--- src/rtl/bpadc_cfg.svh ---
`ifndef BPADC_CFG_SVH
`define BPADC_CFG_SVH
// core clock and modulator rate
`define BPADC_CLK_HZ 100000000
`define BPADC_FMOD_HZ 128000
// core cycles per modulator period, rounded down
`define BPADC_MOD_CYC (`BPADC_CLK_HZ / `BPADC_FMOD_HZ)
`define BPADC_MOD_CNT_W 10
// decimation ratio at rate field 0, halved per step
`define BPADC_DEC_MAX 1024
`define BPADC_DEC_W 11
`define BPADC_DR_MAX 3'h6
// filter settles in this many output periods after start
`define BPADC_SETTLE_CONV 2'h3
// input select codes routing leg drive feedback
`define BPADC_MUX_FB_P 4'h6
`define BPADC_MUX_FB_N 4'h7
// output coding
`define BPADC_WORD_W 24
`define BPADC_CODE_MAX 24'h7FFFFF
`define BPADC_CODE_MIN 24'h800000
`define BPADC_CODE_ZERO 24'h000000
// serial frame: status word then channel 1 then channel 2
`define BPADC_FRAME_W 72
`define BPADC_STAT_HDR 4'hC
`endif

--- src/rtl/bpadc_pkg.sv ---
package bpadc_pkg;
  typedef enum logic [2:0] {
    ST_IDLE = 3'b001,
    ST_SETTLE = 3'b010,
    ST_RUN = 3'b100
  } bpadc_state_e;
  typedef logic [23:0] bpadc_word_t;
endpackage

--- src/rtl/bpadc_sat.sv ---
`timescale 1ns/1ps
`default_nettype none
`include "bpadc_cfg.svh"
module bpadc_sat
  import bpadc_pkg::*;
#(
  parameter int RAW_W = 26
)
(
  input wire logic signed [RAW_W-1:0] raw,
  output logic [23:0] code
);
  if (RAW_W < 24)
  begin : g_bad_width
    $error("bpadc_sat: raw width below 24 bits");
  end
  localparam logic signed [RAW_W-1:0] HI = RAW_W'(signed'(`BPADC_CODE_MAX));
  localparam logic signed [RAW_W-1:0] LO = -HI - RAW_W'(1);
  // clip rather than wrap: wrapping flips sign at full scale
  always_comb
  begin
    if (raw > HI)
      code = `BPADC_CODE_MAX;
    else if (raw < LO)
      code = `BPADC_CODE_MIN;
    else
      code = raw[23:0];
  end
endmodule // bpadc_sat
`default_nettype wire

--- src/rtl/bpadc_ctrl.sv ---
// Overview of operation
// - results are 24-bit two's complement, msb first
// - full scale clips to 800000h and 7FFFFFh
// - beyond full scale saturates, never wraps
// - code is input over lsb; zero gives zero
// - chip select high floats serial output
// - start to data ready delay is fixed
// - start to data uncertainty within one period
// - select 0110/0111 routes feedback to p/n
// - per-input sense enables; excitation separately off
// - swap bits exchange source and sink inputs
// - two-bit field sets excitation current
// - three-bit field sets comparator threshold
// - comparator status captured, sent in stream
// - comparator power-down disables the comparators
// - ac mode alternates excitation at quarter rate
// - power-up leg drive check needs amp off
// - one rate field sets all channels' decimation
// - clock select chooses source; pin drive gated
`timescale 1ns/1ps
`default_nettype none
`include "bpadc_cfg.svh"
module bpadc_ctrl
  import bpadc_pkg::*;
#(
  parameter int RAW_W = 26
)
(
  input wire logic core_clk,
  input wire logic rst_n,
  input wire logic start,
  input wire logic cs_n,
  input wire logic sclk,
  input wire logic signed [RAW_W-1:0] ch1_raw,
  input wire logic signed [RAW_W-1:0] ch2_raw,
  input wire logic [2:0] decimation_rate_field,
  input wire logic [3:0] ch1_input_select,
  input wire logic [3:0] ch2_input_select,
  input wire logic [3:0] electrode_sense_enables,
  input wire logic ch1_excite_polarity_swap,
  input wire logic ch2_excite_polarity_swap,
  input wire logic excite_enable,
  input wire logic ac_mode,
  input wire logic [1:0] excite_current_magnitude,
  input wire logic [2:0] detect_comparator_threshold,
  input wire logic detect_comparator_powerdown,
  input wire logic [3:0] comp_raw,
  input wire logic clock_source_select,
  input wire logic clk_out_en,
  input wire logic leg_drive_amp_powerdown,
  input wire logic leg_drive_check_req,
  output logic data_ready_n,
  output logic dout,
  output logic dout_oe,
  output logic [1:0] fb_to_p,
  output logic [1:0] fb_to_n,
  output logic [3:0] excite_source,
  output logic [3:0] excite_sink,
  output logic [1:0] excite_magnitude,
  output logic [2:0] comp_threshold,
  output logic [3:0] comp_enable,
  output logic [3:0] electrode_detect_status,
  output logic use_internal_osc,
  output logic clk_pin_oe,
  output logic leg_drive_check_en
);
  if (RAW_W < 24 || RAW_W > 32)
  begin : g_bad_width
    $error("bpadc_ctrl: raw width must be 24 to 32");
  end

  localparam logic [9:0] MOD_LAST = 10'(`BPADC_MOD_CYC - 1);

  bpadc_state_e state_r;
  logic start_q_r;
  logic sclk_q_r;
  logic cs_q_r;
  logic [9:0] mod_cnt_r;
  logic [10:0] dec_cnt_r;
  logic [10:0] dec_last_r;
  logic [1:0] settle_cnt_r;
  logic conv_end_r;
  logic ac_cnt_r;
  logic ac_phase_r;
  logic [71:0] frame_r;
  logic [71:0] shift_r;
  logic dout_r;
  logic dout_oe_r;
  logic data_ready_n_r;
  logic [1:0] fb_to_p_r;
  logic [1:0] fb_to_n_r;
  logic [3:0] src_r;
  logic [3:0] snk_r;
  logic [1:0] mag_r;
  logic [2:0] th_r;
  logic [3:0] comp_en_r;
  logic [3:0] status_r;
  logic int_osc_r;
  logic clk_oe_r;
  logic chk_en_r;
  logic start_rise;
  logic mod_tick;
  logic period_end;
  logic sclk_fall;
  logic cs_fall;
  logic [2:0] dr_sat;
  logic [23:0] ch1_code;
  logic [23:0] ch2_code;
  logic [23:0] stat_word;
  logic [1:0] swap;
  logic [3:0] status_nxt;

  assign start_rise = start & ~start_q_r;
  assign mod_tick = (mod_cnt_r == MOD_LAST);
  assign period_end = mod_tick && (dec_cnt_r == dec_last_r);
  assign sclk_fall = sclk_q_r & ~sclk & ~cs_n;
  assign cs_fall = cs_q_r & ~cs_n;
  assign dr_sat = (decimation_rate_field > `BPADC_DR_MAX) ? `BPADC_DR_MAX
                                                        : decimation_rate_field;
  assign swap = {ch2_excite_polarity_swap, ch1_excite_polarity_swap};
  assign status_nxt = detect_comparator_powerdown ? 4'h0
                                                  : comp_raw & electrode_sense_enables;
  assign stat_word = {`BPADC_STAT_HDR, th_r, mag_r, comp_en_r, status_r, 7'h00};

  bpadc_sat #(.RAW_W(RAW_W)) u_sat1 (.raw(ch1_raw), .code(ch1_code));
  bpadc_sat #(.RAW_W(RAW_W)) u_sat2 (.raw(ch2_raw), .code(ch2_code));

  always_ff @(posedge core_clk)
  begin
    if (!rst_n)
    begin
      start_q_r <= 1'b0;
      sclk_q_r <= 1'b0;
      cs_q_r <= 1'b1;
    end
    else
    begin
      start_q_r <= start;
      sclk_q_r <= sclk;
      cs_q_r <= cs_n;
    end
  end

  // start edge restarts the divider so every device lands on the same tick
  always_ff @(posedge core_clk)
  begin
    if (!rst_n || start_rise)
      mod_cnt_r <= 10'h000;
    else if (mod_tick)
      mod_cnt_r <= 10'h000;
    else
      mod_cnt_r <= mod_cnt_r + 10'h001;
  end

  // rate is latched at start and shared by both channels
  always_ff @(posedge core_clk)
  begin
    if (!rst_n)
      dec_last_r <= 11'(`BPADC_DEC_MAX - 1);
    else if (start_rise)
      dec_last_r <= 11'((`BPADC_DEC_MAX >> dr_sat) - 1);
  end

  always_ff @(posedge core_clk)
  begin
    if (!rst_n || start_rise)
      dec_cnt_r <= 11'h000;
    else if (period_end)
      dec_cnt_r <= 11'h000;
    else if (mod_tick)
      dec_cnt_r <= dec_cnt_r + 11'h001;
  end

  always_ff @(posedge core_clk)
  begin
    if (!rst_n)
    begin
      state_r <= ST_IDLE;
      settle_cnt_r <= 2'h0;
      conv_end_r <= 1'b0;
    end
    else if (!start)
    begin
      state_r <= ST_IDLE;
      conv_end_r <= 1'b0;
    end
    else if (start_rise)
    begin
      state_r <= ST_SETTLE;
      settle_cnt_r <= 2'h0;
      conv_end_r <= 1'b0;
    end
    else
    begin
      conv_end_r <= 1'b0;
      case (state_r)
        ST_IDLE:
          state_r <= ST_IDLE;
        ST_SETTLE:
          if (period_end)
          begin
            settle_cnt_r <= settle_cnt_r + 2'h1;
            if (settle_cnt_r == `BPADC_SETTLE_CONV - 2'h1)
            begin
              state_r <= ST_RUN;
              conv_end_r <= 1'b1;
            end
          end
        ST_RUN:
          conv_end_r <= period_end;
        default:
          state_r <= ST_IDLE;
      endcase
    end
  end

  // capture both words and the detect state together
  always_ff @(posedge core_clk)
  begin
    if (!rst_n)
    begin
      frame_r <= 72'h0;
      status_r <= 4'h0;
    end
    else if (conv_end_r)
    begin
      frame_r <= {stat_word, ch1_code, ch2_code};
      status_r <= status_nxt;
    end
  end

  // device updates dout after each falling sclk, host samples on the rise
  always_ff @(posedge core_clk)
  begin
    if (!rst_n)
    begin
      shift_r <= 72'h0;
      dout_r <= 1'b0;
    end
    else if (cs_fall)
    begin
      shift_r <= frame_r;
      dout_r <= frame_r[71];
    end
    else if (sclk_fall)
    begin
      shift_r <= {shift_r[70:0], 1'b0};
      dout_r <= shift_r[70];
    end
  end

  always_ff @(posedge core_clk)
  begin
    if (!rst_n)
      dout_oe_r <= 1'b0;
    else
      dout_oe_r <= ~cs_n;
  end

  // new data wins over the read that clears the flag
  always_ff @(posedge core_clk)
  begin
    if (!rst_n || !start)
      data_ready_n_r <= 1'b1;
    else if (conv_end_r)
      data_ready_n_r <= 1'b0;
    else if (sclk_fall)
      data_ready_n_r <= 1'b1;
  end

  // ac excitation flips every two conversions: a quarter of the data rate
  always_ff @(posedge core_clk)
  begin
    if (!rst_n || !ac_mode || start_rise)
    begin
      ac_cnt_r <= 1'b0;
      ac_phase_r <= 1'b0;
    end
    else if (conv_end_r)
    begin
      ac_cnt_r <= ~ac_cnt_r;
      if (ac_cnt_r)
        ac_phase_r <= ~ac_phase_r;
    end
  end

  for (genvar c = 0; c < 2; c++)
  begin : g_chan
    logic pol;
    // gate with ac_mode so a stale phase cannot leak for a cycle after ac turns off
    assign pol = swap[c] ^ (ac_phase_r & ac_mode);
    always_ff @(posedge core_clk)
    begin
      if (!rst_n)
      begin
        src_r[2*c+1:2*c] <= 2'b00;
        snk_r[2*c+1:2*c] <= 2'b00;
      end
      else
      begin
        // sense may stay on while excitation is off
        src_r[2*c] <= excite_enable & electrode_sense_enables[2*c] & ~pol;
        snk_r[2*c] <= excite_enable & electrode_sense_enables[2*c] & pol;
        src_r[2*c+1] <= excite_enable & electrode_sense_enables[2*c+1] & pol;
        snk_r[2*c+1] <= excite_enable & electrode_sense_enables[2*c+1] & ~pol;
      end
    end
  end

  always_ff @(posedge core_clk)
  begin
    if (!rst_n)
    begin
      fb_to_p_r <= 2'b00;
      fb_to_n_r <= 2'b00;
    end
    else
    begin
      fb_to_p_r <= {ch2_input_select == `BPADC_MUX_FB_P,
                    ch1_input_select == `BPADC_MUX_FB_P};
      fb_to_n_r <= {ch2_input_select == `BPADC_MUX_FB_N,
                    ch1_input_select == `BPADC_MUX_FB_N};
    end
  end

  always_ff @(posedge core_clk)
  begin
    if (!rst_n)
    begin
      mag_r <= 2'h0;
      th_r <= 3'h0;
      comp_en_r <= 4'h0;
    end
    else
    begin
      mag_r <= excite_current_magnitude;
      th_r <= detect_comparator_threshold;
      comp_en_r <= electrode_sense_enables & {4{~detect_comparator_powerdown}};
    end
  end

  // shared-clock master election is the board's job; this only gates the pin
  always_ff @(posedge core_clk)
  begin
    if (!rst_n)
    begin
      int_osc_r <= 1'b0;
      clk_oe_r <= 1'b0;
      chk_en_r <= 1'b0;
    end
    else
    begin
      int_osc_r <= clock_source_select;
      clk_oe_r <= clock_source_select & clk_out_en;
      chk_en_r <= leg_drive_check_req & leg_drive_amp_powerdown;
    end
  end

  assign data_ready_n = data_ready_n_r;
  assign dout = dout_r;
  assign dout_oe = dout_oe_r;
  assign fb_to_p = fb_to_p_r;
  assign fb_to_n = fb_to_n_r;
  assign excite_source = src_r;
  assign excite_sink = snk_r;
  assign excite_magnitude = mag_r;
  assign comp_threshold = th_r;
  assign comp_enable = comp_en_r;
  assign electrode_detect_status = status_r;
  assign use_internal_osc = int_osc_r;
  assign clk_pin_oe = clk_oe_r;
  assign leg_drive_check_en = chk_en_r;

  // separate count of conversion ends since the last ac flip
  logic ac_seen_r;
  always_ff @(posedge core_clk)
  begin
    if (!rst_n || !ac_mode || start_rise)
      ac_seen_r <= 1'b0;
    else if (conv_end_r)
      ac_seen_r <= ~ac_seen_r;
  end
endmodule // bpadc_ctrl
`default_nettype wire

--- config.mk ---
export PLATFORM = sky130hd
export DESIGN_NAME = bpadc_ctrl
export DESIGN_NICKNAME = d
export VERILOG_FILES = /design/src/rtl/bpadc_pkg.sv /design/src/rtl/bpadc_sat.sv /design/src/rtl/bpadc_ctrl.sv
export VERILOG_INCLUDE_DIRS = /design/src /design/src/rtl
export SDC_FILE = /design/constraint.sdc
export NUM_CORES = 1
export LEC_CHECK = 0
export BUFFER_PORTS_ARGS = -buffer_cell sky130_fd_sc_hd__buf_4
export CELL_PAD_IN_SITES_DETAIL_PLACEMENT = 0
export CELL_PAD_IN_SITES_GLOBAL_PLACEMENT = 1
export CORE_MARGIN = 8
export CORE_UTILIZATION = 45
export DETAILED_ROUTE_END_ITERATION = 10
export HOLD_SLACK_MARGIN = 0.12
export PLACE_DENSITY_LB_ADDON = 0.1
export SYNTH_ARGS = -nofsm -noshare
export SYNTH_HDL_FRONTEND = slang
export SYNTH_SLANG_ARGS = --single-unit
export TNS_END_PERCENT = 1
--- constraint.sdc ---
create_clock -name core_clk -period 5.38 [get_ports core_clk]
set_clock_uncertainty 0.2 [all_clocks]
set_input_delay 1.076 -clock core_clk [delete_from_list [all_inputs] [get_ports core_clk]]
set_output_delay 1.076 -clock core_clk [all_outputs]
set_load 0.02 [all_outputs]
==> impl_metrics.yaml, run 1 <==
placed_design:
  gp_congestion: 0.738
  hpwl_um: 11700
  portBuffers: 120
setup_path:
  cp_max_fo: 38
  endpoint_kind: "flip-flop"
  critPathKind: "primary input to flip-flop"
  startpoint_type: "primary input"
  cp.required_ps: 5570
  crit_arrival_ps: 2790
  regToRegSetupSlack_ps: 3120
cells_and_area:
  num-fill-cells: 1667
  diodes: 0
  nets: 1111
  drive_above_1_share_pct: 16.7
  syn2layout_area_growth_pct: 22.2
cts:
  cts_root_buf: "clkbuf_16"
  cts_tree: "built"
  clk_latency_ps: 490
  post-cts-setup-buffer-count: 0
  cts_hold_buffers: 0
  clock_path_buffers: 3
  cts_resized: 0
  clock_sinks: 204
  cts_buffers: 22
  htree_levels: 1
  clk_pin_slew_worst_paths_ps: 60
global_route:
  grt_util_all_layers_pct: 16.5
  grt_antenna_before_repair: 0
  grt_pass1_vias: 6192
  overflow: 0
  grt_pass1_wl_um: 30800
  grt_max_degree: 86
power:
  clkPwrFrac_pct: 45.0
  swShare_pct: 22.0
  p_switching_uw: 711
  pwr-share-comb_pct: 6.2
  peakVddDrop_mv: 0.209
  pwr_density_cell_mw_per_mm2: 338
  internal_power_mw: 2.52
  leakagePower_nw: 3.61
  seqPwrFrac_pct: 48.8
  power_mw: 3.23
routing:
  vias: 6485
  viasPerCell: 5.16
  drtIter0Drc: 327
  drt_wl_total_um: 18300
  routedWlPerCell_um: 14.6
  drc: 0
  ant_nets: 0
  dr.pass1.iters: 5
floorplan:
  dieArea_sq_mm: 0.0218
  initial_utilization_pct: 45.6
  core_area_sq_mm: 0.0171
  num_rows: 48
  die_height_um: 148
  num_io_pins: 121
  die_x_um: 148
hold_path:
  hold_path.class: "flip-flop to flip-flop"
sta:
  fin_crit_sh_pct: 48.3
  min_period_ps: 2600
  hold_ws_ps: 251
  hold_viol: 0
  worst_pin_slew_ps: 1130
  slew_viol_final: 0
  rsz0062_at_grt: "no"
  setup_viol: 0
  relSlewSlack_pct: 24.4
  tns_ps: 0
  max_freq_ghz: 0.385
yosys:
  synth_edf_count: 0
  ys_seq_area_share_pct: 52.3
  synth_warnings: 0
  postSynth.asyncResetShare_pct: 0
  synth_nets: 1020
  avgSynthCellArea_sq_um: 8.43
  synthCells: 926
  synth_seq_cells: 204
  synth_area_sq_mm: 0.00780
  yosysUniqueCellTypes: 42
  synth-main-ff-cell: "dfxtp_1"
job:
  drv_cap: 0
status:
  status: "complete, no violations"
## power groups by stage
stage	registers, mW	logic [mW]	clock network, mW
detailed placement	1.61	0.204	0
global route	1.58	0.225	1.55
global placement	1.61	0.201	0
CTS	1.58	0.204	1.49
floorplan	1.61	0.104	0
finish	1.58	0.201	1.45
## per-layer routing
| metal | GRT usage [%] | vias up | share of wire [%] |
|---|---|---|---|
| met5 | 0 | - | 0 |
| met1 | 22.2 | 3013 | 48 |
| met4 | 4.33 | 0 | 1.9 |
| met2 | 26.7 | 100 | 46 |
| met3 | 2.93 | 23 | 3.4 |
| li1 | - | 3349 | - |
## layout by cell type, fill, tap and decap left out, drive strengths merged, types with 3 or more instances in the layout
master  instances
buf           130
ha              4
nand4           6
nor4            4
and3           14
dfxtp         204
xnor2           5
nand4b          3
and2           13
nor2          130
nor2b           7
a22oi           8
clkbuf         37
a21oi          62
inv             9
nor3            3
nand3          18
a311oi         60
o211ai          3
mux2i          15
nand2b          3
nand2         200
a32oi           3
o21ai          54
xor2           24
## per-stage QoR
stage	area, sq um	utilization, %	worst slack (ps)	cells
2_1_floorplan	7800	-	2930	926
4_1_cts	9540	55.7	2750	1256
5_1_grt	9540	55.7	2600	1256
3_5_place_dp	8830	51.6	2250	1218
3_3_place_gp	8830	51.6	2310	1218
6_report	9540	55.7	2780	1256
## cell usage after synthesis, types with 6 or more instances
library cell,count,area share [%]
nand3_1,17,1.1
and2_1,12,0.96
a21oi_1,62,4.0
xor2_1,24,2.7
nor2_1,130,6.3
inv_1,7,0.34
clkbuf_1,55,2.6
nor2b_1,7,0.56
o21ai_0,53,3.4
mux2i_1,15,1.9
nand2_1,200,9.6
and3_1,13,1.0
a311oi_1,60,6.7
dfxtp_1,204,52
a22oi_1,8,0.77
nand4_1,6,0.48
## final timing paths
kind / startpoint / to / depth (start not counted)
setup / recovery: cs_n / shift_r[47] / 6
hold / removal: shift_r[48] / shift_r[49] / 2
setup reg to reg: conv_end_r / frame_r[1] / 7
hold reg to reg: shift_r[48] / shift_r[49] / 2
## flip-flops by register name (all words and copies together), names as in the netlist, 2 cells and up
| name | count |
|---|---|
| shift_r | 71 |
| frame_r | 62 |
| dec_cnt_r | 11 |
| mod_cnt_r | 10 |
| dec_last_r | 8 |
| comp_enable | 4 |
| electrode_detect_status | 4 |
| excite_sink | 4 |
| excite_source | 4 |
| comp_threshold | 3 |
| state_r | 3 |
| excite_magnitude | 2 |
| fb_to_n | 2 |
| fb_to_p | 2 |
| settle_cnt_r | 2 |
## cell type report
type	instances	area (sq um)	area share, %
Clock buffer	37	698	7.32
Clock inverter	1	5.00	0.0525
Inverter	9	36.3	0.380
Multi-Input combinational cell	650	3460	36.2
Sequential cell	204	4080	42.8
Tap cell	225	282	2.95
Timing Repair Buffer	130	976	10.2
## critical path, stage by stage
cell and delay, ps:
buf_4 120, nor2_1 150, and2_2 640, buf_4 420, nand2_1 100, a311oi_1 270
## kinds of logic (layout without fill, tap and decap cells)
family | Yosys count | in the layout | share of synthesized area (%)
xor gates and xnor gates | 29 | 29 | 3.25
buffers and inverters | 72 | 177 | 3.54
AOI/OAI and AO/OA | 195 | 195 | 16.1
adders and majority gates | 4 | 4 | 0.641
and+or+nand+nor | 407 | 407 | 22.3
DFF | 204 | 204 | 52.3
muxes | 15 | 15 | 1.92
No activity file was read; power rests on OpenSTA's default activity.
==> inputs of run 2 (changes only) <==
CORE_UTILIZATION = 42   (was 45)
clock period = 2.52 ns   (was 5.38 ns; I/O delays follow)
==> impl_metrics.yaml, run 2 (synthesis gave the netlist of run 1 again) <==
status:
  status: "complete, no violations"
setup_path:
  reg2reg_from: "mod_cnt_r[0]"
  r2r-end: "dec_cnt_r[7]"
  regToRegSetupSlack_ps: 320
  startpoint_type: "flip-flop"
  slowest_stage: "or4_4"
  cp_max_fo: 13
  worst-path-buf-inv: 1
  critPathTopFamily: "simple AND/OR/NAND/NOR gates"
  worstPathCellList: "inv_1 > ha_1 > nand4_1 > or4_4 > o21ai_1 > nor2_1"
  endpoint_kind: "flip-flop"
  critPathKind: "flip-flop to flip-flop"
  cp.required_ps: 2690
  reg2regPathDepth: 6
  cpPeakStageDelay_ps: 620
  crit_arrival_ps: 2360
routing:
  drtIter0Drc: 379
  drc: 0
  wl_met2_um: 9260
  drt-met1-wl_um: 9250
  viasPerCell: 5.11
  wl_met3_um: 794
  dr.pass1.iters: 4
  drt_wl_total_um: 19800
  routedWlPerCell_um: 14.7
  vias: 6859
  top_layer: "met4"
  ant_nets: 0
sta:
  slew_viol_final: 0
  max_freq_ghz: 0.455
  worst_pin_slew_ps: 831
  setup_viol: 0
  relSlewSlack_pct: 44.6
  fin_crit_sh_pct: 87.1
  min_period_ps: 2200
  rsz0062_at_grt: "no"
  tns_ps: 0
  hold_viol: 0
power:
  peakVddDrop_mv: 0.431
  pwr-share-comb_pct: 7.6
  pwr_density_cell_mw_per_mm2: 682
  p_switching_mw: 1.57
  swShare_pct: 22.3
  internal_power_mw: 5.47
  seqPwrFrac_pct: 47.7
  leakagePower_nw: 3.95
  clkPwrFrac_pct: 44.7
floorplan:
  dieArea_sq_mm: 0.0232
  die_height_um: 152
  core_area_sq_mm: 0.0185
  num_rows: 50
  num_io_pins: 121
  initial_utilization_pct: 42.3
  die_x_um: 152
cts:
  post-cts-setup-buffer-count: 0
  clk_pin_slew_worst_paths_ps: 60
  htree_levels: 1
  clock_path_buffers: 3
  cts_root_buf: "clkbuf_16"
  cts_tree: "built"
  clock_sinks: 204
  clk_latency_ps: 490
  cts_buffers: 23
placed_design:
  portBuffers: 120
  place_area_sq_mm: 0.00893
  hpwl_um: 12200
  gp_congestion: 0.748
cells_and_area:
  syn2layout_area_growth_pct: 32.4
  multi_input_area_sq_mm: 0.00346
  postLayoutCellArea_sq_mm: 0.0103
  final_cell_mix: "204 x dfxtp_1, 199 x nand2_1, 136 x buf_4"
  diodes: 0
  nets: 1190
  drive_above_1_share_pct: 16.3
  top_regs: "shift_r (71), frame_r (62), dec_cnt_r (11)"
  regArea_sq_mm: 0.00408
  regMostFlops: "shift_r"
  layout_commonest_cell: "dfxtp_1"
  largest_reg_flops: 71
  num-fill-cells: 1712
global_route:
  grt_pass1_vias: 6694
  grt_max_degree: 103
  grt_pass1_wl_um: 33100
  grt_antenna_before_repair: 0
  overflow: 0
  grt_util_all_layers_pct: 16.5
hold_path:
  hold_path.class: "primary input to flip-flop"
  hold_path_end: "frame_r[29]"
  hold_path_depth: 3
  holdCritStartpoint: "ch1_raw[5]"
job:
  drv_cap: 0
==> run 2: how the worst max path moves through the flow <==
stage / startpoint / endpoint / slack, ps / depth (start not counted)
CTS: ch2_raw[25] / frame_r[0] / 110 / 5
floorplan: mod_cnt_r[0] / settle_cnt_r[0] / 550 / 7
finish: mod_cnt_r[0] / dec_cnt_r[7] / 320 / 6
global route: mod_cnt_r[0] / dec_cnt_r[7] / 160 / 6
global placement: ch2_raw[25] / frame_r[21] / 200 / 4
detailed placement: ch2_raw[25] / frame_r[0] / 150 / 4
==> run 2: final cells by class <==
class | instances | share of cell area [%]
timing repair buffer | 208 | 17.0
sequential | 204 | 39.5
tap | 234 | 2.83
inverter | 9 | 0.351
clock buffer | 35 | 6.39
clock inverter | 3 | 0.387
multi-input combinational | 650 | 33.5
==> run 2: repair_timing <==
item	in CTS	in global routing
gates resized for setup	0	0
hold endpoints to repair	72	0
hold buffers	70	0
==> run 2: power groups by stage <==
stage | clock (mW) | combinational, mW | sequential [mW]
finish | 3.15 | 0.533 | 3.36
global route | 3.35 | 0.591 | 3.37
CTS | 3.24 | 0.536 | 3.36
detailed placement | 0 | 0.451 | 3.43
global placement | 0 | 0.450 | 3.43
floorplan | 0 | 0.222 | 3.44
==> run 2: per-layer routing <==
layer  up-vias  global-route usage (%)
met4         0                    4.57
met2       120                    27.6
met5         -                       0
met3        38                    2.98
li1       3506                       -
met1      3195                    21.5
==> run 2: worst min-delay path, cell delays in order <==
cell and delay (ps):
buf_4 80, o21ai_0 70, a21oi_1 130
==> run 2: through the flow <==
step                      instances  hold slack [ps]  power (mW)  utilization, %  setup slack (ps)
after detailed placement       1235              249        3.88            48.4               148
after global placement         1235              241        3.88            48.4               195
after CTS                      1343              121        7.14            56.0               105
after global routing           1343              132        7.32            56.0               163
final                          1343              129        7.04            56.0               324
after floorplan                 926              232        3.66               -               549
==> inputs of run 3 (changes only) <==
CORE_UTILIZATION = 44   (was 42)
PLACE_DENSITY_LB_ADDON = 0.05   (was 0.1)
SYNTH_HIERARCHICAL = 1   (was not set)
==> impl_metrics.yaml, run 3 <==
cells_and_area:
  regMostFlops: "shift_r"
  largest_reg_flops: 71
  nets: 1240
  drive_above_1_share_pct: 16.2
  post-route-util_pct: 55.1
  final_cells: 1427
  diodes: 0
  top_regs: "shift_r (71), frame_r (62), dec_cnt_r (11)"
  num-fill-cells: 1957
  syn2layout_area_growth_pct: 22.9
  final_cell_mix: "203 x dfxtp_1, 194 x nor2_1, 146 x nand2_1"
  layout_commonest_cell: "dfxtp_1"
sta:
  hold_viol: 0
  worst_pin_slew_ps: 684
  rsz0062_at_grt: "no"
  tns_ps: 0
  min_period_ps: 2240
  setup_viol: 0
  fin_crit_sh_pct: 88.8
  fin_ws_ps: 283
  relSlewSlack_pct: 54.4
  slew_viol_final: 0
  max_freq_ghz: 0.447
hold_path:
  hold_path.class: "primary input to flip-flop"
  holdCritStartpoint: "decimation_rate_field[0]"
power:
  leakagePower_nw: 4.13
  p_switching_mw: 1.63
  clkPwrFrac_pct: 44.1
  internal_power_mw: 5.57
  seqPwrFrac_pct: 46.7
  power_mw: 7.20
  pwr_density_cell_mw_per_mm2: 649
  peakVddDrop_mv: 0.405
  pwr-share-comb_pct: 9.2
  swShare_pct: 22.7
cts:
  clk_latency_ps: 490
  clock_path_buffers: 3
  cts_resized: 0
  clock_sinks: 204
  cts_buffers: 22
  clk_pin_slew_worst_paths_ps: 60
  cts_root_buf: "clkbuf_16"
  cts_tree: "built"
  cts_hold_buffers: 37
  post-cts-setup-buffer-count: 0
  htree_levels: 1
floorplan:
  initial_utilization_pct: 44.8
  die_height_um: 159
  num_rows: 52
  die_x_um: 159
  core_area_sq_mm: 0.0202
  dieArea_sq_mm: 0.0254
  num_io_pins: 121
placed_design:
  portBuffers: 120
  gp_congestion: 0.772
  hpwl_um: 13300
  post-place-ws_ps: 320
  placed_cells: 1355
yosys:
  synth_common_cells: "204 x dfxtp_1, 194 x nor2_1, 146 x nand2_1"
  synth_edf_count: 0
  synth_nets: 1128
  synth-main-ff-cell: "dfxtp_1"
  synth_area_sq_mm: 0.00903
  yosysUniqueCellTypes: 59
  yosysMostFrequentCell: "dfxtp_1"
  synth_seq_cells: 204
  postSynth.asyncResetShare_pct: 0
  yosys.area.top_type: "dfxtp_1"
  synth_warnings: 6
  synthTopCellsByArea: "dfxtp_1 45%, nor2_1 8.1%, mux2i_1 7.2%, nand2_1 6.1%, a311oi_1 5.8%"
  ys_seq_area_share_pct: 45.2
  avgSynthCellArea_sq_um: 8.74
  synth_top_area_share_pct: 45.2
  synthCells: 1034
setup_path:
  endpoint_kind: "flip-flop"
  crit_arrival_ps: 2460
  critPathKind: "primary input to flip-flop"
  reg2reg_from: "mod_cnt_r[0]"
  cp.required_ps: 2740
  startpoint_type: "primary input"
  critPathLaunch: "rst_n"
  cp_max_fo: 25
routing:
  routedWlPerCell_um: 14.7
  dr.pass1.iters: 6
  ant_nets: 0
  drt_wl_total_um: 20900
  vias: 7311
  drc: 0
  drtIter0Drc: 383
  viasPerCell: 5.12
global_route:
  grt_pass1_vias: 7273
  grt_pass1_wl_um: 35800
  overflow: 0
  grt_antenna_before_repair: 0
  grt_util_all_layers_pct: 16.1
  grt_max_degree: 64
job:
  drv_cap: 0
status:
  status: "complete, no violations"
==> run 3: cell types whose count changed in the layout (fill, tap and decap cells not counted), moves of 40 or more <==
| cell | delta |
|---|---|
| a21oi_1 | -57 |
| mux2i_1 | +50 |
| nor2_1 | +66 |
| o22ai_1 | +40 |
| o21ai_0 | -44 |
| nand2_1 | -53 |
==> run 3: layer usage <==
metal	vias to the layer above	global-route usage, %	routed length (um)
li1	3827	-	-
met5	-	0	0
met1	3348	21.3	10300
met3	29	3.34	843
met4	0	3.77	345
met2	107	26.6	9490
==> run 3: cells by family (layout without fill, tap and decap cells) <==
family                     Yosys count  in the layout  synth area share, %
and+or+nand+nor                    438            438                 21.8
xor gates and xnor gates            26             26                 2.52
muxes                               65             65                 7.20
AOI/OAI and AO/OA                  199            199                 17.0
buffers and inverters               98            221                 5.64
adders and majority gates            4              4                0.554
DFF                                204            204                 45.2
==> run 3: area by class of cell <==
class / instances / area, sq um / share of cell area, %
Timing Repair Buffer: 173 / 1470 / 13.2
Inverter: 13 / 50.0 / 0.451
Multi-Input combinational cell: 732 / 4460 / 40.1
Clock buffer: 31 / 636 / 5.72
Sequential cell: 204 / 4090 / 36.8
Tap cell: 270 / 338 / 3.04
Clock inverter: 4 / 70.1 / 0.631
==> run 3: final timing paths <==
path | to | slack, ps | cells after the start
worst max-delay path | fb_to_n[0] | 280 | 6
worst min-delay path | dec_last_r[9] | 150 | 4
worst max register to register | dec_cnt_r[10] | 320 | 6
worst min register to register | settle_cnt_r[0] | 260 | 2
==> run 3: power by group through the flow <==
stage / Clock, mW / Combinational, mW / Sequential (mW)
2_1_floorplan: 0 / 0.385 / 3.44
6_report: 3.18 / 0.661 / 3.36
5_1_grt: 3.41 / 0.740 / 3.37
3_3_place_gp: 0 / 0.621 / 3.43
4_1_cts: 3.27 / 0.668 / 3.36
3_5_place_dp: 0 / 0.626 / 3.43
==> run 3: worst max-delay path, stage by stage <==
cell,delay (ps)
dlygate4sd3_1,540
buf_4,260
buf_4,300
nand4b_1,150
dlygate4sd3_1,580
nor2_1,120
==> run 3: stage by stage <==
step / hold slack (ps) / area, sq um
3_3_place_gp: 247 / 10000
3_5_place_dp: 257 / 10000
4_1_cts: 129 / 11100
6_report: 148 / 11100
5_1_grt: 147 / 11100
2_1_floorplan: 235 / 9030
